===== src/hdl/pfcr_consts.svh =====
// Constants for the trim, light-load filter and current balance registers.
// Assumes a byte-wide internal register port from the management bus engine.
//
// What this block does
// Trim bit 7 picks the sign: one negative, zero positive.
// The low seven trim bits are the magnitude, 0.0625/128 a step.
// At low line and light load the filter takes the low-line pair.
// At high line and light load the filter takes the high-line pair.
// Light-load pairs apply only while enable bit 5 at 0xFE4F is one.
// The power reading is a read-only 16-bit average of 16 line cycles.
// Balance bit 7 at one removes the correction from the PWM outputs.
// Balance bit 6 at zero suspends balancing while the fast loop is on.
// Software is advised to leave balance bit 6 at zero.
// Balance bit 3 at one stops low power balancing at the limit.
// Software is advised to set balance bit 3 to one.
// Reserved balance bits read as zero and ignore writes.
`ifndef PFCR_CONSTS_SVH
`define PFCR_CONSTS_SVH

// Register addresses
`define PFCR_ADDR_TRIM      16'hFE8F
`define PFCR_ADDR_LL_GAIN   16'hFE90
`define PFCR_ADDR_LL_ZERO   16'hFE91
`define PFCR_ADDR_HL_GAIN   16'hFE92
`define PFCR_ADDR_HL_ZERO   16'hFE93
`define PFCR_ADDR_PWR       16'hFE94
`define PFCR_ADDR_BAL       16'hFE95

// Field positions
`define PFCR_TRIM_SIGN_BIT  7
`define PFCR_TRIM_MAG_MSB   6
`define PFCR_BAL_DISC_BIT   7
`define PFCR_BAL_FAST_BIT   6
`define PFCR_BAL_LPM_BIT    3
`define PFCR_BAL_RW_MASK    8'hC8

// Reset values
`define PFCR_TRIM_RST       8'h00
`define PFCR_COEF_RST       8'h00
`define PFCR_BAL_RST        8'h08
`define PFCR_PWR_RST        16'h0000
`define PFCR_RD_UNMAPPED    16'h0000

// Averaging over line cycles
`define PFCR_CYC_LAST       4'hF
`define PFCR_AVG_SHIFT      4

`endif


===== src/hdl/pfcr_pkg.sv =====
// Types for the trim, filter and balance register bank.
// Assumes pfcr_consts.svh for all figures.
package pfcr_pkg;

  typedef enum logic [2:0] {
    SEL_NONE,
    SEL_TRIM,
    SEL_COEF,
    SEL_PWR,
    SEL_BAL
  } pfcr_sel_t;

  typedef struct packed {
    logic [7:0]       trim;
    logic [3:0][7:0]  coef;
    logic [7:0]       bal_cfg;
    logic [19:0]      acc;
    logic [3:0]       cyc_cnt;
    logic [15:0]      avg;
    logic [15:0]      rd_data;
    logic             rd_valid;
    logic             trim_neg;
    logic [6:0]       trim_mag;
    logic [7:0]       filt_gain;
    logic [7:0]       filt_zero;
    logic             bal_active;
    logic [7:0]       bal_corr;
  } pfcr_state_t;

endpackage : pfcr_pkg


===== src/hdl/pfcr_regs.sv =====
// Register bank: power meter gain trim, light-load filter coefficients,
// averaged power reading and current balance configuration.
// Assumes the register port, line status and datapath inputs share MCLK_IN.
`include "pfcr_consts.svh"
`timescale 1ns/1ns
`default_nettype none

module pfcr_regs
  import pfcr_pkg::*;
(
  // Clock and reset
  input  wire logic         MCLK_IN,
  input  wire logic         RESET_N_IN,
  // Register port
  input  wire logic [15:0]  ADDR_IN,
  input  wire logic         WR_EN_IN,
  input  wire logic [7:0]   WR_DATA_IN,
  input  wire logic         RD_EN_IN,
  output logic      [15:0]  RD_DATA_OUT,
  output logic              RD_VALID_OUT,
  // Line and load status
  input  wire logic         LL_FILTER_EN_IN,
  input  wire logic         HIGH_LINE_IN,
  input  wire logic         LIGHT_LOAD_IN,
  input  wire logic [7:0]   NORM_GAIN_IN,
  input  wire logic [7:0]   NORM_ZERO_IN,
  // Power meter
  input  wire logic [15:0]  LINE_POWER_IN,
  input  wire logic         LINE_CYCLE_DONE_IN,
  output logic              GAIN_TRIM_NEG_OUT,
  output logic      [6:0]   GAIN_TRIM_MAG_OUT,
  // Current loop filter coefficients
  output logic      [7:0]   FILT_GAIN_OUT,
  output logic      [7:0]   FILT_ZERO_OUT,
  // Current balance
  input  wire logic         FAST_LOOP_IN,
  input  wire logic         LOW_POWER_IN,
  input  wire logic         BAL_AT_LIMIT_IN,
  input  wire logic [7:0]   BAL_CORR_IN,
  output logic              BAL_ACTIVE_OUT,
  output logic      [7:0]   BAL_CORR_OUT
);

  pfcr_state_t st_reg;
  pfcr_state_t st_next;
  pfcr_sel_t   sel;
  logic [19:0] acc_sum;
  logic        bal_run;
  logic        ll_use;

  // Shared by the write path and the read mux
  function automatic pfcr_sel_t decode(input logic [15:0] addr);
    case (addr)
      `PFCR_ADDR_TRIM:    decode = SEL_TRIM;
      `PFCR_ADDR_LL_GAIN,
      `PFCR_ADDR_LL_ZERO,
      `PFCR_ADDR_HL_GAIN,
      `PFCR_ADDR_HL_ZERO: decode = SEL_COEF;
      `PFCR_ADDR_PWR:     decode = SEL_PWR;
      `PFCR_ADDR_BAL:     decode = SEL_BAL;
      default:            decode = SEL_NONE;
    endcase
  endfunction : decode

  assign sel     = decode(ADDR_IN);
  assign acc_sum = st_reg.acc + {4'h0, LINE_POWER_IN};
  assign ll_use  = LL_FILTER_EN_IN && LIGHT_LOAD_IN;

  // Balancing may be paused by a load transient or by the low power limit
  // fast loop gate
  // low power limit
  assign bal_run =
    !(FAST_LOOP_IN && !st_reg.bal_cfg[`PFCR_BAL_FAST_BIT]) &&
    !(LOW_POWER_IN && BAL_AT_LIMIT_IN &&
      st_reg.bal_cfg[`PFCR_BAL_LPM_BIT]);

  always_comb begin
    st_next          = st_reg;
    st_next.rd_valid = 1'b0;

    // Writes; the power reading is not writable, so SEL_PWR is ignored
    if (WR_EN_IN) begin
      unique case (sel)
        SEL_TRIM: st_next.trim = WR_DATA_IN;
        // Coefficient addresses are contiguous, low bits are the index
        SEL_COEF: st_next.coef[ADDR_IN[1:0]] = WR_DATA_IN;
        // reserved bits held
        SEL_BAL:  st_next.bal_cfg = WR_DATA_IN & `PFCR_BAL_RW_MASK;
        SEL_PWR,
        SEL_NONE: ;
      endcase
    end

    if (RD_EN_IN) begin
      st_next.rd_valid = 1'b1;
      unique case (sel)
        SEL_TRIM: st_next.rd_data = {8'h00, st_reg.trim};
        SEL_COEF: st_next.rd_data = {8'h00, st_reg.coef[ADDR_IN[1:0]]};
        SEL_PWR:  st_next.rd_data = st_reg.avg;
        SEL_BAL:  st_next.rd_data = {8'h00, st_reg.bal_cfg};
        SEL_NONE: st_next.rd_data = `PFCR_RD_UNMAPPED;
      endcase
    end

    // sixteen cycle average
    if (LINE_CYCLE_DONE_IN) begin
      if (st_reg.cyc_cnt == `PFCR_CYC_LAST) begin
        st_next.avg     = 16'(acc_sum >> `PFCR_AVG_SHIFT);
        st_next.acc     = 20'h00000;
        st_next.cyc_cnt = 4'h0;
      end else begin
        st_next.acc     = acc_sum;
        st_next.cyc_cnt = st_reg.cyc_cnt + 4'h1;
      end
    end

    // trim sign
    st_next.trim_neg = st_reg.trim[`PFCR_TRIM_SIGN_BIT];
    // trim magnitude
    st_next.trim_mag = st_reg.trim[`PFCR_TRIM_MAG_MSB:0];

    // light load enable
    if (ll_use && !HIGH_LINE_IN) begin
      // low line coefficients
      st_next.filt_gain = st_reg.coef[0];
      st_next.filt_zero = st_reg.coef[1];
    end else if (ll_use) begin
      // high line coefficients
      st_next.filt_gain = st_reg.coef[2];
      st_next.filt_zero = st_reg.coef[3];
    end else begin
      st_next.filt_gain = NORM_GAIN_IN;
      st_next.filt_zero = NORM_ZERO_IN;
    end

    st_next.bal_active = bal_run;
    // disconnect from PWM
    if (st_reg.bal_cfg[`PFCR_BAL_DISC_BIT] || !bal_run) begin
      st_next.bal_corr = 8'h00;
    end else begin
      st_next.bal_corr = BAL_CORR_IN;
    end
  end

  always_ff @(posedge MCLK_IN or negedge RESET_N_IN) begin
    if (!RESET_N_IN) begin
      st_reg         <= '0;
      st_reg.trim    <= `PFCR_TRIM_RST;
      st_reg.coef    <= {4{`PFCR_COEF_RST}};
      // limit stop on by default
      st_reg.bal_cfg <= `PFCR_BAL_RST;
      st_reg.avg     <= `PFCR_PWR_RST;
    end else begin
      st_reg <= st_next;
    end
  end

  assign RD_DATA_OUT       = st_reg.rd_data;
  assign RD_VALID_OUT      = st_reg.rd_valid;
  assign GAIN_TRIM_NEG_OUT = st_reg.trim_neg;
  assign GAIN_TRIM_MAG_OUT = st_reg.trim_mag;
  assign FILT_GAIN_OUT     = st_reg.filt_gain;
  assign FILT_ZERO_OUT     = st_reg.filt_zero;
  assign BAL_ACTIVE_OUT    = st_reg.bal_active;
  assign BAL_CORR_OUT      = st_reg.bal_corr;

  // A write to the trim reaches the sign output two edges later
  AST_TRIM_SIGN: assert property (
    @(posedge MCLK_IN) disable iff (!RESET_N_IN)
    (WR_EN_IN && ADDR_IN == `PFCR_ADDR_TRIM)
      |-> ##2 GAIN_TRIM_NEG_OUT == $past(WR_DATA_IN[7], 2))
    else $error("Gain trim sign does not follow the write");

  AST_TRIM_MAG: assert property (
    @(posedge MCLK_IN) disable iff (!RESET_N_IN)
    (WR_EN_IN && ADDR_IN == `PFCR_ADDR_TRIM)
      |-> ##2 GAIN_TRIM_MAG_OUT == $past(WR_DATA_IN[6:0], 2))
    else $error("Gain trim magnitude does not follow the write");

  AST_LL_LOW_LINE: assert property (
    @(posedge MCLK_IN) disable iff (!RESET_N_IN)
    (LL_FILTER_EN_IN && LIGHT_LOAD_IN && !HIGH_LINE_IN)
      |=> (FILT_GAIN_OUT == $past(st_reg.coef[0]) &&
           FILT_ZERO_OUT == $past(st_reg.coef[1])))
    else $error("Low line light load coefficients not applied");

  AST_LL_HIGH_LINE: assert property (
    @(posedge MCLK_IN) disable iff (!RESET_N_IN)
    (LL_FILTER_EN_IN && LIGHT_LOAD_IN && HIGH_LINE_IN)
      |=> (FILT_GAIN_OUT == $past(st_reg.coef[2]) &&
           FILT_ZERO_OUT == $past(st_reg.coef[3])))
    else $error("High line light load coefficients not applied");

  AST_LL_DISABLED: assert property (
    @(posedge MCLK_IN) disable iff (!RESET_N_IN)
    !(LL_FILTER_EN_IN && LIGHT_LOAD_IN)
      |=> (FILT_GAIN_OUT == $past(NORM_GAIN_IN) &&
           FILT_ZERO_OUT == $past(NORM_ZERO_IN)))
    else $error("Normal coefficients not applied");

  AST_PWR_AVERAGE: assert property (
    @(posedge MCLK_IN) disable iff (!RESET_N_IN)
    (LINE_CYCLE_DONE_IN && st_reg.cyc_cnt == `PFCR_CYC_LAST)
      |=> st_reg.avg == $past(acc_sum[19:4]) && st_reg.acc == 20'h00000)
    else $error("Power average wrong after sixteen line cycles");

  AST_PWR_READ_ONLY: assert property (
    @(posedge MCLK_IN) disable iff (!RESET_N_IN)
    (WR_EN_IN && ADDR_IN == `PFCR_ADDR_PWR && !LINE_CYCLE_DONE_IN)
      |=> $stable(st_reg.avg))
    else $error("Power reading changed by a write");

  AST_BAL_DISCONNECT: assert property (
    @(posedge MCLK_IN) disable iff (!RESET_N_IN)
    st_reg.bal_cfg[7] |=> BAL_CORR_OUT == 8'h00)
    else $error("Balance correction reached PWM while disconnected");

  AST_BAL_FAST_LOOP: assert property (
    @(posedge MCLK_IN) disable iff (!RESET_N_IN)
    (FAST_LOOP_IN && !st_reg.bal_cfg[6]) |=> !BAL_ACTIVE_OUT)
    else $error("Balancing ran during fast loop");

  AST_BAL_LOW_POWER: assert property (
    @(posedge MCLK_IN) disable iff (!RESET_N_IN)
    (LOW_POWER_IN && BAL_AT_LIMIT_IN && st_reg.bal_cfg[3])
      |=> !BAL_ACTIVE_OUT && BAL_CORR_OUT == 8'h00)
    else $error("Balancing ran past its limit in low power");

  AST_BAL_RESERVED: assert property (
    @(posedge MCLK_IN) disable iff (!RESET_N_IN)
    (RD_EN_IN && ADDR_IN == `PFCR_ADDR_BAL)
      |=> RD_VALID_OUT && RD_DATA_OUT[5:4] == 2'h0 &&
          RD_DATA_OUT[2:0] == 3'h0)
    else $error("Reserved balance bits read as non-zero");

  // Connected and running: the datapath correction passes unchanged
  AST_BAL_CONNECT: assert property (
    @(posedge MCLK_IN) disable iff (!RESET_N_IN)
    (!st_reg.bal_cfg[`PFCR_BAL_DISC_BIT] && !FAST_LOOP_IN && !LOW_POWER_IN)
      |=> BAL_CORR_OUT == $past(BAL_CORR_IN))
    else $error("Balance correction not passed while connected");

  AST_BAL_FAST_KEEP: assert property (
    @(posedge MCLK_IN) disable iff (!RESET_N_IN)
    (FAST_LOOP_IN && st_reg.bal_cfg[`PFCR_BAL_FAST_BIT] && !LOW_POWER_IN)
      |=> BAL_ACTIVE_OUT)
    else $error("Balancing stopped during fast loop although kept on");

  AST_BAL_NO_LIMIT_STOP: assert property (
    @(posedge MCLK_IN) disable iff (!RESET_N_IN)
    (!st_reg.bal_cfg[`PFCR_BAL_LPM_BIT] && !FAST_LOOP_IN) |=> BAL_ACTIVE_OUT)
    else $error("Balancing stopped although the limit stop is off");

  // Spare balance bits never hold a one, whatever was written
  AST_BAL_SPARE_ZERO: assert property (
    @(posedge MCLK_IN) disable iff (!RESET_N_IN)
    (st_reg.bal_cfg & ~`PFCR_BAL_RW_MASK) == 8'h00)
    else $error("Spare balance bits hold a one");

  AST_BAL_WRITE: assert property (
    @(posedge MCLK_IN) disable iff (!RESET_N_IN)
    (WR_EN_IN && ADDR_IN == `PFCR_ADDR_BAL)
      |=> st_reg.bal_cfg == ($past(WR_DATA_IN) & `PFCR_BAL_RW_MASK))
    else $error("Balance configuration write did not land");

  // A coefficient write lands at the edge that takes it
  AST_COEF_LOW_WRITE: assert property (
    @(posedge MCLK_IN) disable iff (!RESET_N_IN)
    (WR_EN_IN && ADDR_IN == `PFCR_ADDR_LL_GAIN)
      |=> st_reg.coef[0] == $past(WR_DATA_IN))
    else $error("Low line gain write did not land");

  AST_COEF_HIGH_WRITE: assert property (
    @(posedge MCLK_IN) disable iff (!RESET_N_IN)
    (WR_EN_IN && ADDR_IN == `PFCR_ADDR_HL_ZERO)
      |=> st_reg.coef[3] == $past(WR_DATA_IN))
    else $error("High line zero write did not land");

  AST_TRIM_READ: assert property (
    @(posedge MCLK_IN) disable iff (!RESET_N_IN)
    (RD_EN_IN && ADDR_IN == `PFCR_ADDR_TRIM)
      |=> RD_DATA_OUT == {8'h00, $past(st_reg.trim)})
    else $error("Gain trim read returned the wrong value");

  AST_PWR_READ: assert property (
    @(posedge MCLK_IN) disable iff (!RESET_N_IN)
    (RD_EN_IN && ADDR_IN == `PFCR_ADDR_PWR)
      |=> RD_DATA_OUT == $past(st_reg.avg))
    else $error("Power reading read returned the wrong value");

  // Without a line cycle nothing in the averager moves
  AST_PWR_HOLD: assert property (
    @(posedge MCLK_IN) disable iff (!RESET_N_IN)
    !LINE_CYCLE_DONE_IN |=> $stable(st_reg.avg) && $stable(st_reg.cyc_cnt))
    else $error("Averager moved without a line cycle");

  AST_PWR_COUNT: assert property (
    @(posedge MCLK_IN) disable iff (!RESET_N_IN)
    (LINE_CYCLE_DONE_IN && st_reg.cyc_cnt != `PFCR_CYC_LAST)
      |=> st_reg.cyc_cnt == $past(st_reg.cyc_cnt) + 4'h1 &&
          $stable(st_reg.avg))
    else $error("Line cycle count or early reading wrong");

endmodule : pfcr_regs

`default_nettype wire


===== config.mk =====
export PLATFORM = sky130hd
export DESIGN_NAME = pfcr_regs
export DESIGN_NICKNAME = d
export VERILOG_FILES = /design/src/hdl/pfcr_pkg.sv /design/src/hdl/pfcr_regs.sv
export VERILOG_INCLUDE_DIRS = /design/src /design/src/hdl
export SDC_FILE = /design/constraint.sdc
export NUM_CORES = 1
export LEC_CHECK = 0
export BUFFER_PORTS_ARGS = -buffer_cell sky130_fd_sc_hd__buf_2
export CAP_MARGIN = 20
export CORE_UTILIZATION = 28
export CTS_CLUSTER_DIAMETER = 200
export DETAILED_ROUTE_END_ITERATION = 6
export HOLD_SLACK_MARGIN = 0.02
export SYNTH_ARGS = -nofsm -noshare
export SYNTH_HDL_FRONTEND = slang
export SYNTH_SLANG_ARGS = --single-unit

===== constraint.sdc =====
create_clock -name MCLK_IN -period 2.7 [get_ports MCLK_IN]
set_input_delay 0.54 -clock MCLK_IN [delete_from_list [all_inputs] [get_ports MCLK_IN]]
set_output_delay 0.54 -clock MCLK_IN [all_outputs]
set_load 0.1 [all_outputs]

# Word level (Yosys, flattened, before mapping)
# Cells that the tools add are included.
dict set report totals {
  register_bits 133
  elab_cells 64
  mem_bits_ro 0
  out_inout_bits 50
  inputBits 75
  ramBits 0
  n_memories 0
  latchBits 0
}
dict set report classes {
  div_mod_pow 0
  addsub 2
  n_reduce_logical 19
  magnitude_cmp 2
  n_mux 12
  n_bitwise 0
  shifts 0
  n_mul 0
  n_eq_ne 12
}
# op count
set op_table {}
lappend op_table {{$eq 16x16->1 const B} 7}
lappend op_table {{$pmux 16 s5} 1}
lappend op_table {{$bwmux 32} 1}
lappend op_table {{$mux 16} 2}
lappend op_table {{$mux 24} 1}
lappend op_table {{$mux 8} 3}
lappend op_table {{$add 20x16->20} 1}
lappend op_table {{$bmux 8 s2} 1}
lappend op_table {{$demux 8 s2} 1}
lappend op_table {{$pmux 3 s4} 1}
lappend op_table {{$reduce_and 2->1} 4}
lappend op_table {{$logic_and 1x1->1} 7}
lappend op_table {{$eq 3x2->1 const B} 2}
lappend op_table {{$logic_not 1->1} 5}
lappend op_table {{$add 4x1->4 const B} 1}
lappend op_table {{$eq 4x4->1 const B} 1}
lappend op_table {{$reduce_or 4->1} 1}
lappend op_table {{$eq 3x1->1 const B} 1}
lappend op_table {{$eq 3x3->1 const B} 1}
lappend op_table {{$logic_not 3->1} 1}
lappend op_table {{$lt 2x3->1 const B} 1}
lappend op_table {{$ge 2x1->1 const B} 1}
lappend op_table {{$logic_or 1x1->1} 1}
lappend op_table {{$mux 1} 1}

# Depth between registers and ports, before layout
# Gate-level depths: netlist (run 1).
dict set report logic_depth {
  depth_word 7
  depth_mapped 9
  depth_no_buf 8
}

# Worst setup path after synthesis (run 1)
# OpenSTA, ideal clock, no wires.
dict set report synth_path {
  path_kind {input-to-reg}
  from {in LINE_POWER_IN[0]}
  to {reg st_reg[64] in the netlist's numbering}
  arrival_time_ps 2699
  t_required_ps 2574
  setup_slack_ps -124
  cell_stages 8
  setup_time_ps 126
  path_cell_list {ha_1 > fa_1 > a211oi_1 > nor3_1 > or4b_2 > and2_1 > a221oi_1 > nand2_1}
}
dict set report synth_between {
  elab_chain_len 1
}
# element line_no
set synth_lines {}
lappend synth_lines {{start: declaration} pfcr_regs.sv:28} ;# input wire logic [15:0] LINE_POWER_IN,
lappend synth_lines {{$add 20x16->20} pfcr_regs.sv:66} ;# assign acc_sum = st_reg.acc + {4'h0, LINE_POWER_IN};
lappend synth_lines {{end signal: assignment} pfcr_regs.sv:154} ;# st_reg <= st_next;
lappend synth_lines {{end: declaration} pfcr_regs.sv:44} ;# pfcr_state_t st_reg;
# No other way between the ends.
# A chain may end at the register's enable or synchronous reset.

# Worst setup path after layout (run 1)
dict set report layout_path {
  from {reg st_reg[70] in the netlist's numbering}
  to {reg st_reg[64] in the netlist's numbering}
}
dict set report layout_between {
  elab_chain_len 1
}
# element line_no
set layout_lines {}
lappend layout_lines {{$add 20x16->20} pfcr_regs.sv:66}
# No other way between the ends.

==> run summary, run 1 <==
YOSYS
------------------------------------------------------------------------
Sequential fraction of the synthesis area                          0.485
Complex-gate fraction of the synthesized area                      0.136
Yosys Warn Count                                                       0
Post-Synth XOR/XNOR Area                                          0.0153
Syn_nets                                                             702
Mapped Area                                                  0.00687 mm²
Avg Inst Size Synth                                             11.3 µm²
Post-Synth Simple-Gate Area                                        0.112
Number of synthesized flops with an enable pin                         0
Largest family of logic cells by synthesized area           multiplexers
Count of state elements after synthesis                              133
Synth Area in Adders                                              0.0339
Share of cell area taken by muxes after synthesis                  0.144
Post-synthesis async set-or-reset flop share                        1.00
Syn Inst Count                                                       609
Count of distinct cell types in the synthesized netlist               65
Most common flop cell mapped by yosys                       sky130_fd_sc_hd__dfrtp_1

ROUTE
------------------------------------------------------------------------
Detail-routed net length per standard cell                       15.5 µm
Via/cell ratio                                                      4.68
Antenna violation net count after detailed routing                     0
Count of TritonRoute iterations in the first routing pass              4
Number of DRC markers in iteration 0                                 242
Vias                                                                4949
DRC violations left                                                    0
Drt total wl                                                    16400 µm

STA
------------------------------------------------------------------------
Final worst slack                                               0.180 ns
Worst Tran Pin Value                                            0.958 ns
Final hold viol count                                                  0
Max-slew headroom                                                  0.361
Total setup violations reported at the end of the flow                 0
Final Max Slew Viols                                                   0
Fin Hold WS                                                    0.0275 ns
Final worst clock skew                                        0.00591 ns
Setup repair after global routing missed its margin                   no
Highest clock rate                                               397 MHz
Final clock period utilization by the worst path                   0.933
Clock period minus final worst setup slack                       2.52 ns

WORST SETUP PATH
------------------------------------------------------------------------
Maximum fanout encountered on the critical timing path                 4
Worst setup path class                                      flip-flop to flip-flop
Crit end category                                              flip-flop
Sort of element at the start of the critical path              flip-flop
Endpoint arrival time on the critical path                       2.84 ns
CP Data Required Time                                            3.02 ns

PLACED DESIGN
------------------------------------------------------------------------
RD Place Congestion                                                0.811
Post-Place Cell Area                                         0.00779 mm²
Dpl ws                                                         -0.224 ns
Post-DP HPWL                                                    12100 µm
Number of buffer cells added on primary ports                        124

HOLD PATH
------------------------------------------------------------------------
Type of the tightest min-delay check                        primary input to async pin

CLOCK TREE
------------------------------------------------------------------------
CTS Hold Bufs                                                          0
Buffer depth of the longest clock path                                 2
Total number of H-tree levels                                          4
CTS clk-pin slew, worst paths                                    0.06 ns
Clock Tree Root                                             sky130_fd_sc_hd__clkbuf_16
TritonCTS Buffers                                                     17
Clk_lat worst skew                                               0.43 ns
Clock tree from TritonCTS                                          built
Number of buffers inserted by post-CTS setup repair                    0
Sinks on the clock net                                               133

PWR
------------------------------------------------------------------------
Pwr per Cell Area                                             831 mW/mm²
Peak ir drop on the vdd network                                   432 µV
Reported leakage power                                           4.03 nW

GRT
------------------------------------------------------------------------
Global route overflow                                                  0
Antenna violations before repair                                       2
Global-route wire length before repair                          26100 µm
Largest net degree at the start of global routing                     75
GRT Util Overall                                                   0.138
Vias in the first global route                                      4985

FINAL LAYOUT
------------------------------------------------------------------------
Flip-flop count of the largest register after layout                  75
Fill cell count                                                     2345
Area overhead of the layout relative to synthesis                  22.6%
Cell area after layout                                       0.00842 mm²
Post-layout net count                                                817
Fraction of layout cells with a size suffix above 1                0.361

JOB
------------------------------------------------------------------------
Number of max-cap violations                                           0

DIE
------------------------------------------------------------------------
Initial core utilization                                           0.289
Die width                                                         159 µm
Vert. Die Dim                                                     159 µm
Number of standard-cell rows in the floorplan                         56
Boundary pin count                                                   125
Area of the die                                               0.0252 mm²
Core region area                                              0.0238 mm²

RUN STATUS
------------------------------------------------------------------------
Status                                                      finished clean

[layer usage]
layer | GRT usage | routed length [µm] | vias up
met5 | 0 | 10 | -
met4 | 0.0549 | 247 | 2
met3 | 0.0455 | 933 | 25
met2 | 0.217 | 7580 | 95
met1 | 0.176 | 7600 | 2422
li1 | - | - | 2405
[layout make-up]
cell class	instances	area, µm²	share of cell area
inverters	11	41.3	0.00490
multi-input cells	396	3050	0.362
flip-flops and latches	133	3330	0.395
diodes	1	2.50	0.000297
clock inverters	15	194	0.0230
well taps	319	399	0.0474
repair buffers	165	981	0.117
clock buffers	17	425	0.0505
[power by group]
| group | switching [W] | leakage [nW] | internal (W) | total, W |
|---|---|---|---|---|
| clock network | 0.000978 | 0.299 | 0.00148 | 0.00246 |
| registers | 0.000204 | 1.74 | 0.00229 | 0.00249 |
| logic | 0.00124 | 1.99 | 0.000808 | 0.00205 |
| total | 0.00242 | 4.03 | 0.00458 | 0.00700 |
[final timing paths]
kind	start	to	slack, ns	cells after the start
setup / recovery	st_reg[70]	st_reg[64]	0.18	8
max in group asynchronous	RESET_N_IN	st_reg[93]	1.88	2
hold reg to reg	st_next[26]	GAIN_TRIM_MAG_OUT[1]	0.41	0
min in group MCLK_IN	FAST_LOOP_IN	BAL_ACTIVE_OUT	0.27	2
setup reg to reg	st_reg[70]	st_reg[64]	0.18	8
hold / removal	RESET_N_IN	FILT_GAIN_OUT[1]	0.03	1
[cells by family (layout without fill, tap and decap cells)]
| kind of cell | after synthesis | in the layout |
|---|---|---|
| adder cells (fa/ha/maj) | 18 | 18 |
| multiplexers | 83 | 83 |
| buffers and inverters | 80 | 208 |
| XOR/XNOR | 12 | 12 |
| AND/OR/NAND/NOR | 143 | 143 |
| AO/OA/AOI/OAI | 140 | 140 |
| flip-flops | 133 | 133 |
| other | 0 | 1 |
[Yosys cell counts (all sizes together) (7+ instances only)]
cell type,number,area [µm²]
o21ai,27,135
a21o,10,75.1
inv,10,37.5
a22o,12,105
a21oi,45,225
xor2,7,61.3
clkbuf,15,56.3
nor3,9,56.3
dfrtp,132,3300
o2bb2ai,9,78.8
ha,17,213
mux4,8,180
mux2,47,529
mux2i,28,280
nand2,40,150
nor2,37,141
buf,54,409
and2,13,81.3
nand3,11,55.1
[stage by stage]
stage / util / setup TNS (ns) / power (W) / instances
after detailed placement: 0.328 / -0.567 / 0.00457 / 1024
after floorplan: - / 0 / 0.00402 / 609
after CTS: 0.354 / 0 / 0.00706 / 1056
final: 0.354 / 0 / 0.00700 / 1057
after global routing: 0.354 / 0 / 0.00743 / 1056
after global placement: 0.328 / -0.486 / 0.00454 / 1024
[cells in the final DEF, fill, tap and decap left out, types with 3 or more instances in the layout]
master	instances
sky130_fd_sc_hd__a21o_1	10
sky130_fd_sc_hd__a21oi_1	45
sky130_fd_sc_hd__a22o_1	12
sky130_fd_sc_hd__a2bb2oi_1	3
sky130_fd_sc_hd__a31oi_1	4
sky130_fd_sc_hd__and2_1	11
sky130_fd_sc_hd__and4_1	3
sky130_fd_sc_hd__buf_12	4
sky130_fd_sc_hd__buf_2	123
sky130_fd_sc_hd__buf_4	38
sky130_fd_sc_hd__bufinv_16	3
sky130_fd_sc_hd__clkbuf_16	17
sky130_fd_sc_hd__dfrtp_1	132
sky130_fd_sc_hd__ha_1	17
sky130_fd_sc_hd__inv_1	10
sky130_fd_sc_hd__inv_6	5
sky130_fd_sc_hd__mux2_2	47
sky130_fd_sc_hd__mux2i_1	28
sky130_fd_sc_hd__mux4_2	8
sky130_fd_sc_hd__nand2_1	40
sky130_fd_sc_hd__nand3_1	11
sky130_fd_sc_hd__nand4_1	6
sky130_fd_sc_hd__nor2_1	36
sky130_fd_sc_hd__nor2b_1	6
sky130_fd_sc_hd__nor3_1	8
sky130_fd_sc_hd__o211a_1	3
sky130_fd_sc_hd__o21a_1	5
sky130_fd_sc_hd__o21ai_0	25
sky130_fd_sc_hd__o2bb2ai_1	9
sky130_fd_sc_hd__o31ai_1	4
sky130_fd_sc_hd__o32ai_1	3
sky130_fd_sc_hd__xnor2_1	5
sky130_fd_sc_hd__xor2_1	7
[worst max-delay path: stages, from the launching register on]
cell,delay (ns)
sky130_fd_sc_hd__dfrtp_1,0.38
sky130_fd_sc_hd__ha_1,0.21
sky130_fd_sc_hd__fa_2,0.38
sky130_fd_sc_hd__a211oi_2,0.26
sky130_fd_sc_hd__nor3_1,0.11
sky130_fd_sc_hd__or4b_4,0.53
sky130_fd_sc_hd__and2_4,0.19
sky130_fd_sc_hd__a221oi_1,0.25
sky130_fd_sc_hd__nand2_1,0.08
[repair_timing]
action                                 CTS  global route
setup endpoints to repair                0             1
resized for setup                        0             1
endpoints found under the hold margin    0             0
Power figures use the tool's default switching activity.
==> run 2, diff against run 1 <==
==> constraint.sdc (replaced) <==
create_clock -name MCLK_IN -period 2.14 [get_ports MCLK_IN]
set_input_delay 0.428 -clock MCLK_IN [delete_from_list [all_inputs] [get_ports MCLK_IN]]
set_output_delay 0.428 -clock MCLK_IN [all_outputs]
set_load 0.1 [all_outputs]
==> run summary, run 2 (synthesized netlist as in run 1, its figures left out) <==
RUN STATUS
------------------------------------------------------------------------------------
Status                                                                  complete, but fails checks
Violated checks                                                         setup timing

WORST SETUP PATH
------------------------------------------------------------------------------------
Slowest stage delay, CP                                                      0.53 ns
Capture point of the worst reg-to-reg path                                st_reg[62]
R2r startpoint                                                            st_reg[70]
Maximum fanout encountered on the critical timing path                             4
Sort of element at the start of the critical path                          flip-flop
Endpoint arrival time on the critical path                                   2.74 ns
CP delay by family, top                                                 simple AND/OR/NAND/NOR gates
Crit end category                                                          flip-flop
Cell-by-cell trace of the critical path                                 ha_4, fa_2, a211oi_4, nor3_2, or4b_4, and2_4, buf_4, nor3_4, o31ai_1
Count of cells along the worst register-to-register path                           9
Worst setup path class                                                  flip-flop to flip-flop
Reg-to-reg setup timing slack                                               -0.30 ns
CP max-delay cell                                                       sky130_fd_sc_hd__or4b_4
Depth of the critical timing path with buffers and inverters included              9
CP Data Required Time                                                        2.44 ns
Worst Path Buf+Inv                                                                 1

GRT
------------------------------------------------------------------------------------
Antenna violations before repair                                                   3
GRT Util Overall                                                               0.142
Largest net degree at the start of global routing                                 53
Global route overflow                                                              0
Vias in the first global route                                                  5106
Global-route wire length before repair                                      27000 µm

PWR
------------------------------------------------------------------------------------
Reported leakage power                                                       4.29 nW
Peak ir drop on the vdd network                                               647 µV
Pwr per Cell Area                                                        1040 mW/mm²

DIE
------------------------------------------------------------------------------------
Die width                                                                     159 µm
Boundary pin count                                                               125
Initial core utilization                                                       0.289
Number of standard-cell rows in the floorplan                                     56
Vert. Die Dim                                                                 159 µm
Area of the die                                                           0.0252 mm²
Core region area                                                          0.0238 mm²

FINAL LAYOUT
------------------------------------------------------------------------------------
Area occupied by multi-input gates                                       0.00331 mm²
Final Util                                                                     0.380
Cell area after layout                                                   0.00902 mm²
Most frequent cells in the layout                                       sky130_fd_sc_hd__dfrtp_1, sky130_fd_sc_hd__buf_2, sky130_fd_sc_hd__buf_4, sky130_fd_sc_hd__a21oi_1, sky130_fd_sc_hd__nand2_1
Fill cell count                                                                 2309
Commonest non-fill, non-tap cell in the layout                          sky130_fd_sc_hd__dfrtp_1
Area overhead of the layout relative to synthesis                              31.3%
Flip-flop count of the largest register after layout                              75
Post-layout net count                                                            859
FF/Latch Area                                                            0.00333 mm²
Fraction of layout cells with a size suffix above 1                            0.418

CLOCK TREE
------------------------------------------------------------------------------------
Total number of H-tree levels                                                      4
TritonCTS Buffers                                                                 17
Clock tree from TritonCTS                                                      built
Buffer depth of the longest clock path                                             2
Clk_lat worst skew                                                           0.42 ns
CTS clk-pin slew, worst paths                                                0.06 ns
Clock Tree Root                                                         sky130_fd_sc_hd__clkbuf_16
Sinks on the clock net                                                           133

STA
------------------------------------------------------------------------------------
Total setup violations reported at the end of the flow                            22
Final clock period utilization by the worst path                                1.14
Final hold viol count                                                              0
Final sum of negative setup slack                                           -2.21 ns
Highest clock rate                                                           410 MHz
Fin Hold WS                                                                 0.198 ns
Final worst clock skew                                                    0.00878 ns
Clock period minus final worst setup slack                                   2.44 ns
Final Max Slew Viols                                                               0
Worst Tran Pin Value                                                        0.665 ns
Setup repair after global routing missed its margin                              yes
Final worst slack                                                          -0.300 ns
Max-slew headroom                                                              0.556

ROUTE
------------------------------------------------------------------------------------
Count of TritonRoute iterations in the first routing pass                          4
Vias                                                                            5105
Number of DRC markers in iteration 0                                             205
Drt total wl                                                                17100 µm
Antenna violation net count after detailed routing                                 0
Via/cell ratio                                                                  4.65
Detail-routed net length per standard cell                                   15.5 µm
DRC violations left                                                                0

HOLD PATH
------------------------------------------------------------------------------------
HP Start                                                                FAST_LOOP_IN
Hold Path Depth                                                                    2
Endpoint, Worst Hold                                                    BAL_ACTIVE_OUT
Type of the tightest min-delay check                                    primary input to flip-flop

PLACED DESIGN
------------------------------------------------------------------------------------
Number of buffer cells added on primary ports                                    124
RD Place Congestion                                                            0.794
Dpl ws                                                                     -0.560 ns
Post-Place Cell Area                                                     0.00817 mm²
Post-DP HPWL                                                                12400 µm

JOB
------------------------------------------------------------------------------------
Number of max-cap violations                                                       0

-- run 2: worst max path at each step --
| stage | startpoint | to | slack, ns |
|---|---|---|---|
| CTS | st_reg[70] | st_reg[64] | -0.27 |
| global route | st_reg[70] | st_reg[64] | -0.40 |
| detailed placement | LINE_POWER_IN[0] | st_reg[64] | -0.56 |
| global placement | LINE_POWER_IN[0] | st_reg[64] | -0.50 |
| floorplan | ADDR_IN[0] | st_next[25] | -0.33 |
| finish | st_reg[70] | st_reg[62] | -0.30 |
-- run 2: repair_timing --
item / in CTS / in global routing
gates resized for setup: 13 / 28
pin swaps: 16 / 16
hold endpoints to repair: 47 / 0
buffers inserted: 3 / 6
endpoints found under the setup margin: 14 / 38
hold buffers: 1 / 0
-- run 2: cell type report --
| type | instances | share of cell area |
|---|---|---|
| diodes | 1 | 0.000278 |
| clock buffers | 18 | 0.0476 |
| clock inverters | 13 | 0.0165 |
| inverters | 11 | 0.00458 |
| multi-input cells | 396 | 0.367 |
| flip-flops and latches | 133 | 0.369 |
| well taps | 319 | 0.0443 |
| repair buffers | 207 | 0.150 |
-- run 2: through the flow --
| step | cells | power (W) |
|---|---|---|
| final | 1098 | 0.00937 |
| after global routing | 1098 | 0.00992 |
| after CTS | 1092 | 0.00923 |
| after detailed placement | 1058 | 0.00615 |
| after global placement | 1058 | 0.00610 |
| after floorplan | 609 | 0.00513 |
-- run 2: metal layers --
metal	vias to the layer above	part of all wire	GRT usage	routed length, µm
met3	17	0.054	0.0408	914
met5	-	0.0013	0	23
met4	4	0.013	0.0513	227
li1	2484	-	-	-
met1	2492	0.46	0.181	7770
met2	108	0.48	0.229	8120
-- run 2: power breakdown --
part / switching [W] / total (W) / internal (W)
clock network: 0.00116 / 0.00288 / 0.00172
registers: 0.000278 / 0.00317 / 0.00289
logic: 0.00182 / 0.00332 / 0.00150
total: 0.00326 / 0.00937 / 0.00611
==> run 3, diff against run 2 <==
--- a/config.mk
+++ b/config.mk
@@ -12,6 +12,7 @@
 export CTS_CLUSTER_DIAMETER = 200
 export DETAILED_ROUTE_END_ITERATION = 6
 export HOLD_SLACK_MARGIN = 0.02
+export PLACE_DENSITY_LB_ADDON = 0.05
 export SYNTH_ARGS = -nofsm -noshare
 export SYNTH_HDL_FRONTEND = slang
 export SYNTH_SLANG_ARGS = --single-unit
==> run summary, run 3 (synthesized netlist as in run 1, its figures left out) <==
FINAL LAYOUT
------------------------------------------------------------------------------------
Commonest non-fill, non-tap cell in the layout                          sky130_fd_sc_hd__dfrtp_1
Diode count                                                                        0
Fill cell count                                                                 2354
Area overhead of the layout relative to synthesis                              32.9%
Most frequent cells in the layout                                       sky130_fd_sc_hd__dfrtp_1, sky130_fd_sc_hd__buf_2, sky130_fd_sc_hd__buf_4, sky130_fd_sc_hd__a21oi_1, sky130_fd_sc_hd__nand2_1
FF/Latch Area                                                            0.00333 mm²
Post-layout net count                                                            864
Fraction of layout cells with a size suffix above 1                            0.431
Final Util                                                                     0.384
Area occupied by multi-input gates                                       0.00336 mm²
Flip-flop count of the largest register after layout                              75

CLOCK TREE
------------------------------------------------------------------------------------
CTS clk-pin slew, worst paths                                                0.06 ns
Clock tree from TritonCTS                                                      built
Buffer depth of the longest clock path                                             2
Sinks on the clock net                                                           133
Clock Tree Root                                                         sky130_fd_sc_hd__clkbuf_16
Clk_lat worst skew                                                           0.42 ns
Total number of H-tree levels                                                      4
TritonCTS Buffers                                                                 17

ROUTE
------------------------------------------------------------------------------------
DRC violations left                                                                0
Detail-routed net length per standard cell                                   17.0 µm
Number of DRC markers in iteration 0                                             168
Count of TritonRoute iterations in the first routing pass                          4
Drt total wl                                                                18700 µm
Vias                                                                            5116
Antenna violation net count after detailed routing                                 0
Via/cell ratio                                                                  4.64

GRT
------------------------------------------------------------------------------------
Routing usage on met2                                                          0.249
Most Used Layer, Global Route                                                   met2
GRT Util Overall                                                               0.156
Global-route wire length before repair                                      29300 µm
Grt met1 use                                                                   0.217
Vias in the first global route                                                  5223
Antenna violations before repair                                                   0
Met3 Use GR                                                                   0.0289
Largest net degree at the start of global routing                                 54
Global route overflow                                                              0

PWR
------------------------------------------------------------------------------------
Reported leakage power                                                       4.34 nW
Peak ir drop on the vdd network                                               453 µV
Final total power                                                          0.00961 W
Pwr per Cell Area                                                        1050 mW/mm²

WORST SETUP PATH
------------------------------------------------------------------------------------
Capture point of the worst reg-to-reg path                                st_reg[64]
CP Data Required Time                                                        2.44 ns
Worst setup path class                                                  flip-flop to flip-flop
CP delay by family, top                                                 simple AND/OR/NAND/NOR gates
Cell-by-cell trace of the critical path                                 ha_4, fa_2, a211oi_4, nor3_2, or4b_4, and2_4, a221oi_2, nand2_1
Depth of the critical timing path with buffers and inverters included              8
Sort of element at the start of the critical path                          flip-flop
Reg-to-reg setup timing slack                                               -0.25 ns
R2r startpoint                                                            st_reg[70]
Slowest stage delay, CP                                                      0.53 ns
Endpoint arrival time on the critical path                                   2.69 ns
Maximum fanout encountered on the critical timing path                             4
Destination of the critical timing path                                   st_reg[64]
Worst Path Buf+Inv                                                                 0
CP max-delay cell                                                       sky130_fd_sc_hd__or4b_4
Timing startpoint of the critical path                                    st_reg[70]
Count of cells along the worst register-to-register path                           8
Crit end category                                                          flip-flop

HOLD PATH
------------------------------------------------------------------------------------
Type of the tightest min-delay check                                    primary input to flip-flop

JOB
------------------------------------------------------------------------------------
Number of max-cap violations                                                       0

PLACED DESIGN
------------------------------------------------------------------------------------
Dpl ws                                                                     -0.531 ns
Number of buffer cells added on primary ports                                    124
RD Place Congestion                                                            0.784
Post-DP HPWL                                                                13900 µm

STA
------------------------------------------------------------------------------------
Final worst slack                                                          -0.251 ns
Final hold viol count                                                              0
Setup repair after global routing missed its margin                              yes
Final clock period utilization by the worst path                                1.12
Worst Tran Pin Value                                                        0.565 ns
Highest clock rate                                                           418 MHz
Max-slew headroom                                                              0.622
Total setup violations reported at the end of the flow                            13
Final worst clock skew                                                     0.0106 ns
Final sum of negative setup slack                                           -1.35 ns
Final Max Slew Viols                                                               0
Clock period minus final worst setup slack                                   2.39 ns

DIE
------------------------------------------------------------------------------------
Die width                                                                     159 µm
Vert. Die Dim                                                                 159 µm
Core region area                                                          0.0238 mm²
Initial core utilization                                                       0.289
Number of standard-cell rows in the floorplan                                     56
Area of the die                                                           0.0252 mm²
Boundary pin count                                                               125

RUN STATUS
------------------------------------------------------------------------------------
Violated checks                                                         setup timing
Status                                                                  complete, but fails checks

run 3: cell type report:
| class | instances | share of cell area |
|---|---|---|
| Multi-Input combinational cell | 396 | 0.368 |
| Sequential cell | 133 | 0.365 |
| Timing Repair Buffer | 212 | 0.153 |
| Clock buffer | 20 | 0.0500 |
| Tap cell | 319 | 0.0437 |
| Clock inverter | 12 | 0.0158 |
| Inverter | 11 | 0.00452 |
run 3: per-layer routing:
layer,part of all wire,up-vias,wire (µm)
li1,-,2487,-
met1,0.49,2518,9170
met2,0.46,92,8680
met3,0.033,19,617
met4,0.013,0,235
met5,0,-,0
run 3: how the worst min path moves through the flow:
| stage | start | to | cells after the start |
|---|---|---|---|
| floorplan | RESET_N_IN | BAL_ACTIVE_OUT | 0 |
| global placement | st_next[25] | GAIN_TRIM_MAG_OUT[0] | 0 |
| detailed placement | st_next[25] | GAIN_TRIM_MAG_OUT[0] | 0 |
| CTS | FAST_LOOP_IN | BAL_ACTIVE_OUT | 2 |
| global route | FAST_LOOP_IN | BAL_ACTIVE_OUT | 2 |
| finish | FAST_LOOP_IN | BAL_ACTIVE_OUT | 2 |
run 3: metrics by stage:
stage	hold slack (ns)	cell area [µm²]	instances
after floorplan	0.132	6980	609
after global placement	0.397	8220	1064
after detailed placement	0.398	8220	1064
after CTS	0.171	8950	1100
after global routing	0.190	9130	1103
final	0.185	9130	1103
run 3: repair_timing:
action | in CTS | in global routing
resized for setup | 24 | 27
pin swaps | 24 | 13
setup endpoints to repair | 31 | 59
buffers inserted | 3 | 4
hold buffers | 1 | 0
hold endpoints to repair | 47 | 0
run 3: worst reg2reg max path, cell delays in order (launching register included):
cell,delay (ns)
sky130_fd_sc_hd__dfrtp_1,0.41
sky130_fd_sc_hd__ha_4,0.18
sky130_fd_sc_hd__fa_2,0.37
sky130_fd_sc_hd__a211oi_4,0.24
sky130_fd_sc_hd__nor3_2,0.08
sky130_fd_sc_hd__or4b_4,0.53
sky130_fd_sc_hd__and2_4,0.18
sky130_fd_sc_hd__a221oi_2,0.21
sky130_fd_sc_hd__nand2_1,0.07
run 3: where the power goes:
group | switching [W] | total [W] | leakage, nW | internal (W)
Clock | 0.00120 | 0.00300 | 0.290 | 0.00180
Combinational | 0.00187 | 0.00343 | 2.30 | 0.00155
Sequential | 0.000288 | 0.00318 | 1.74 | 0.00289
Total | 0.00336 | 0.00961 | 4.34 | 0.00624
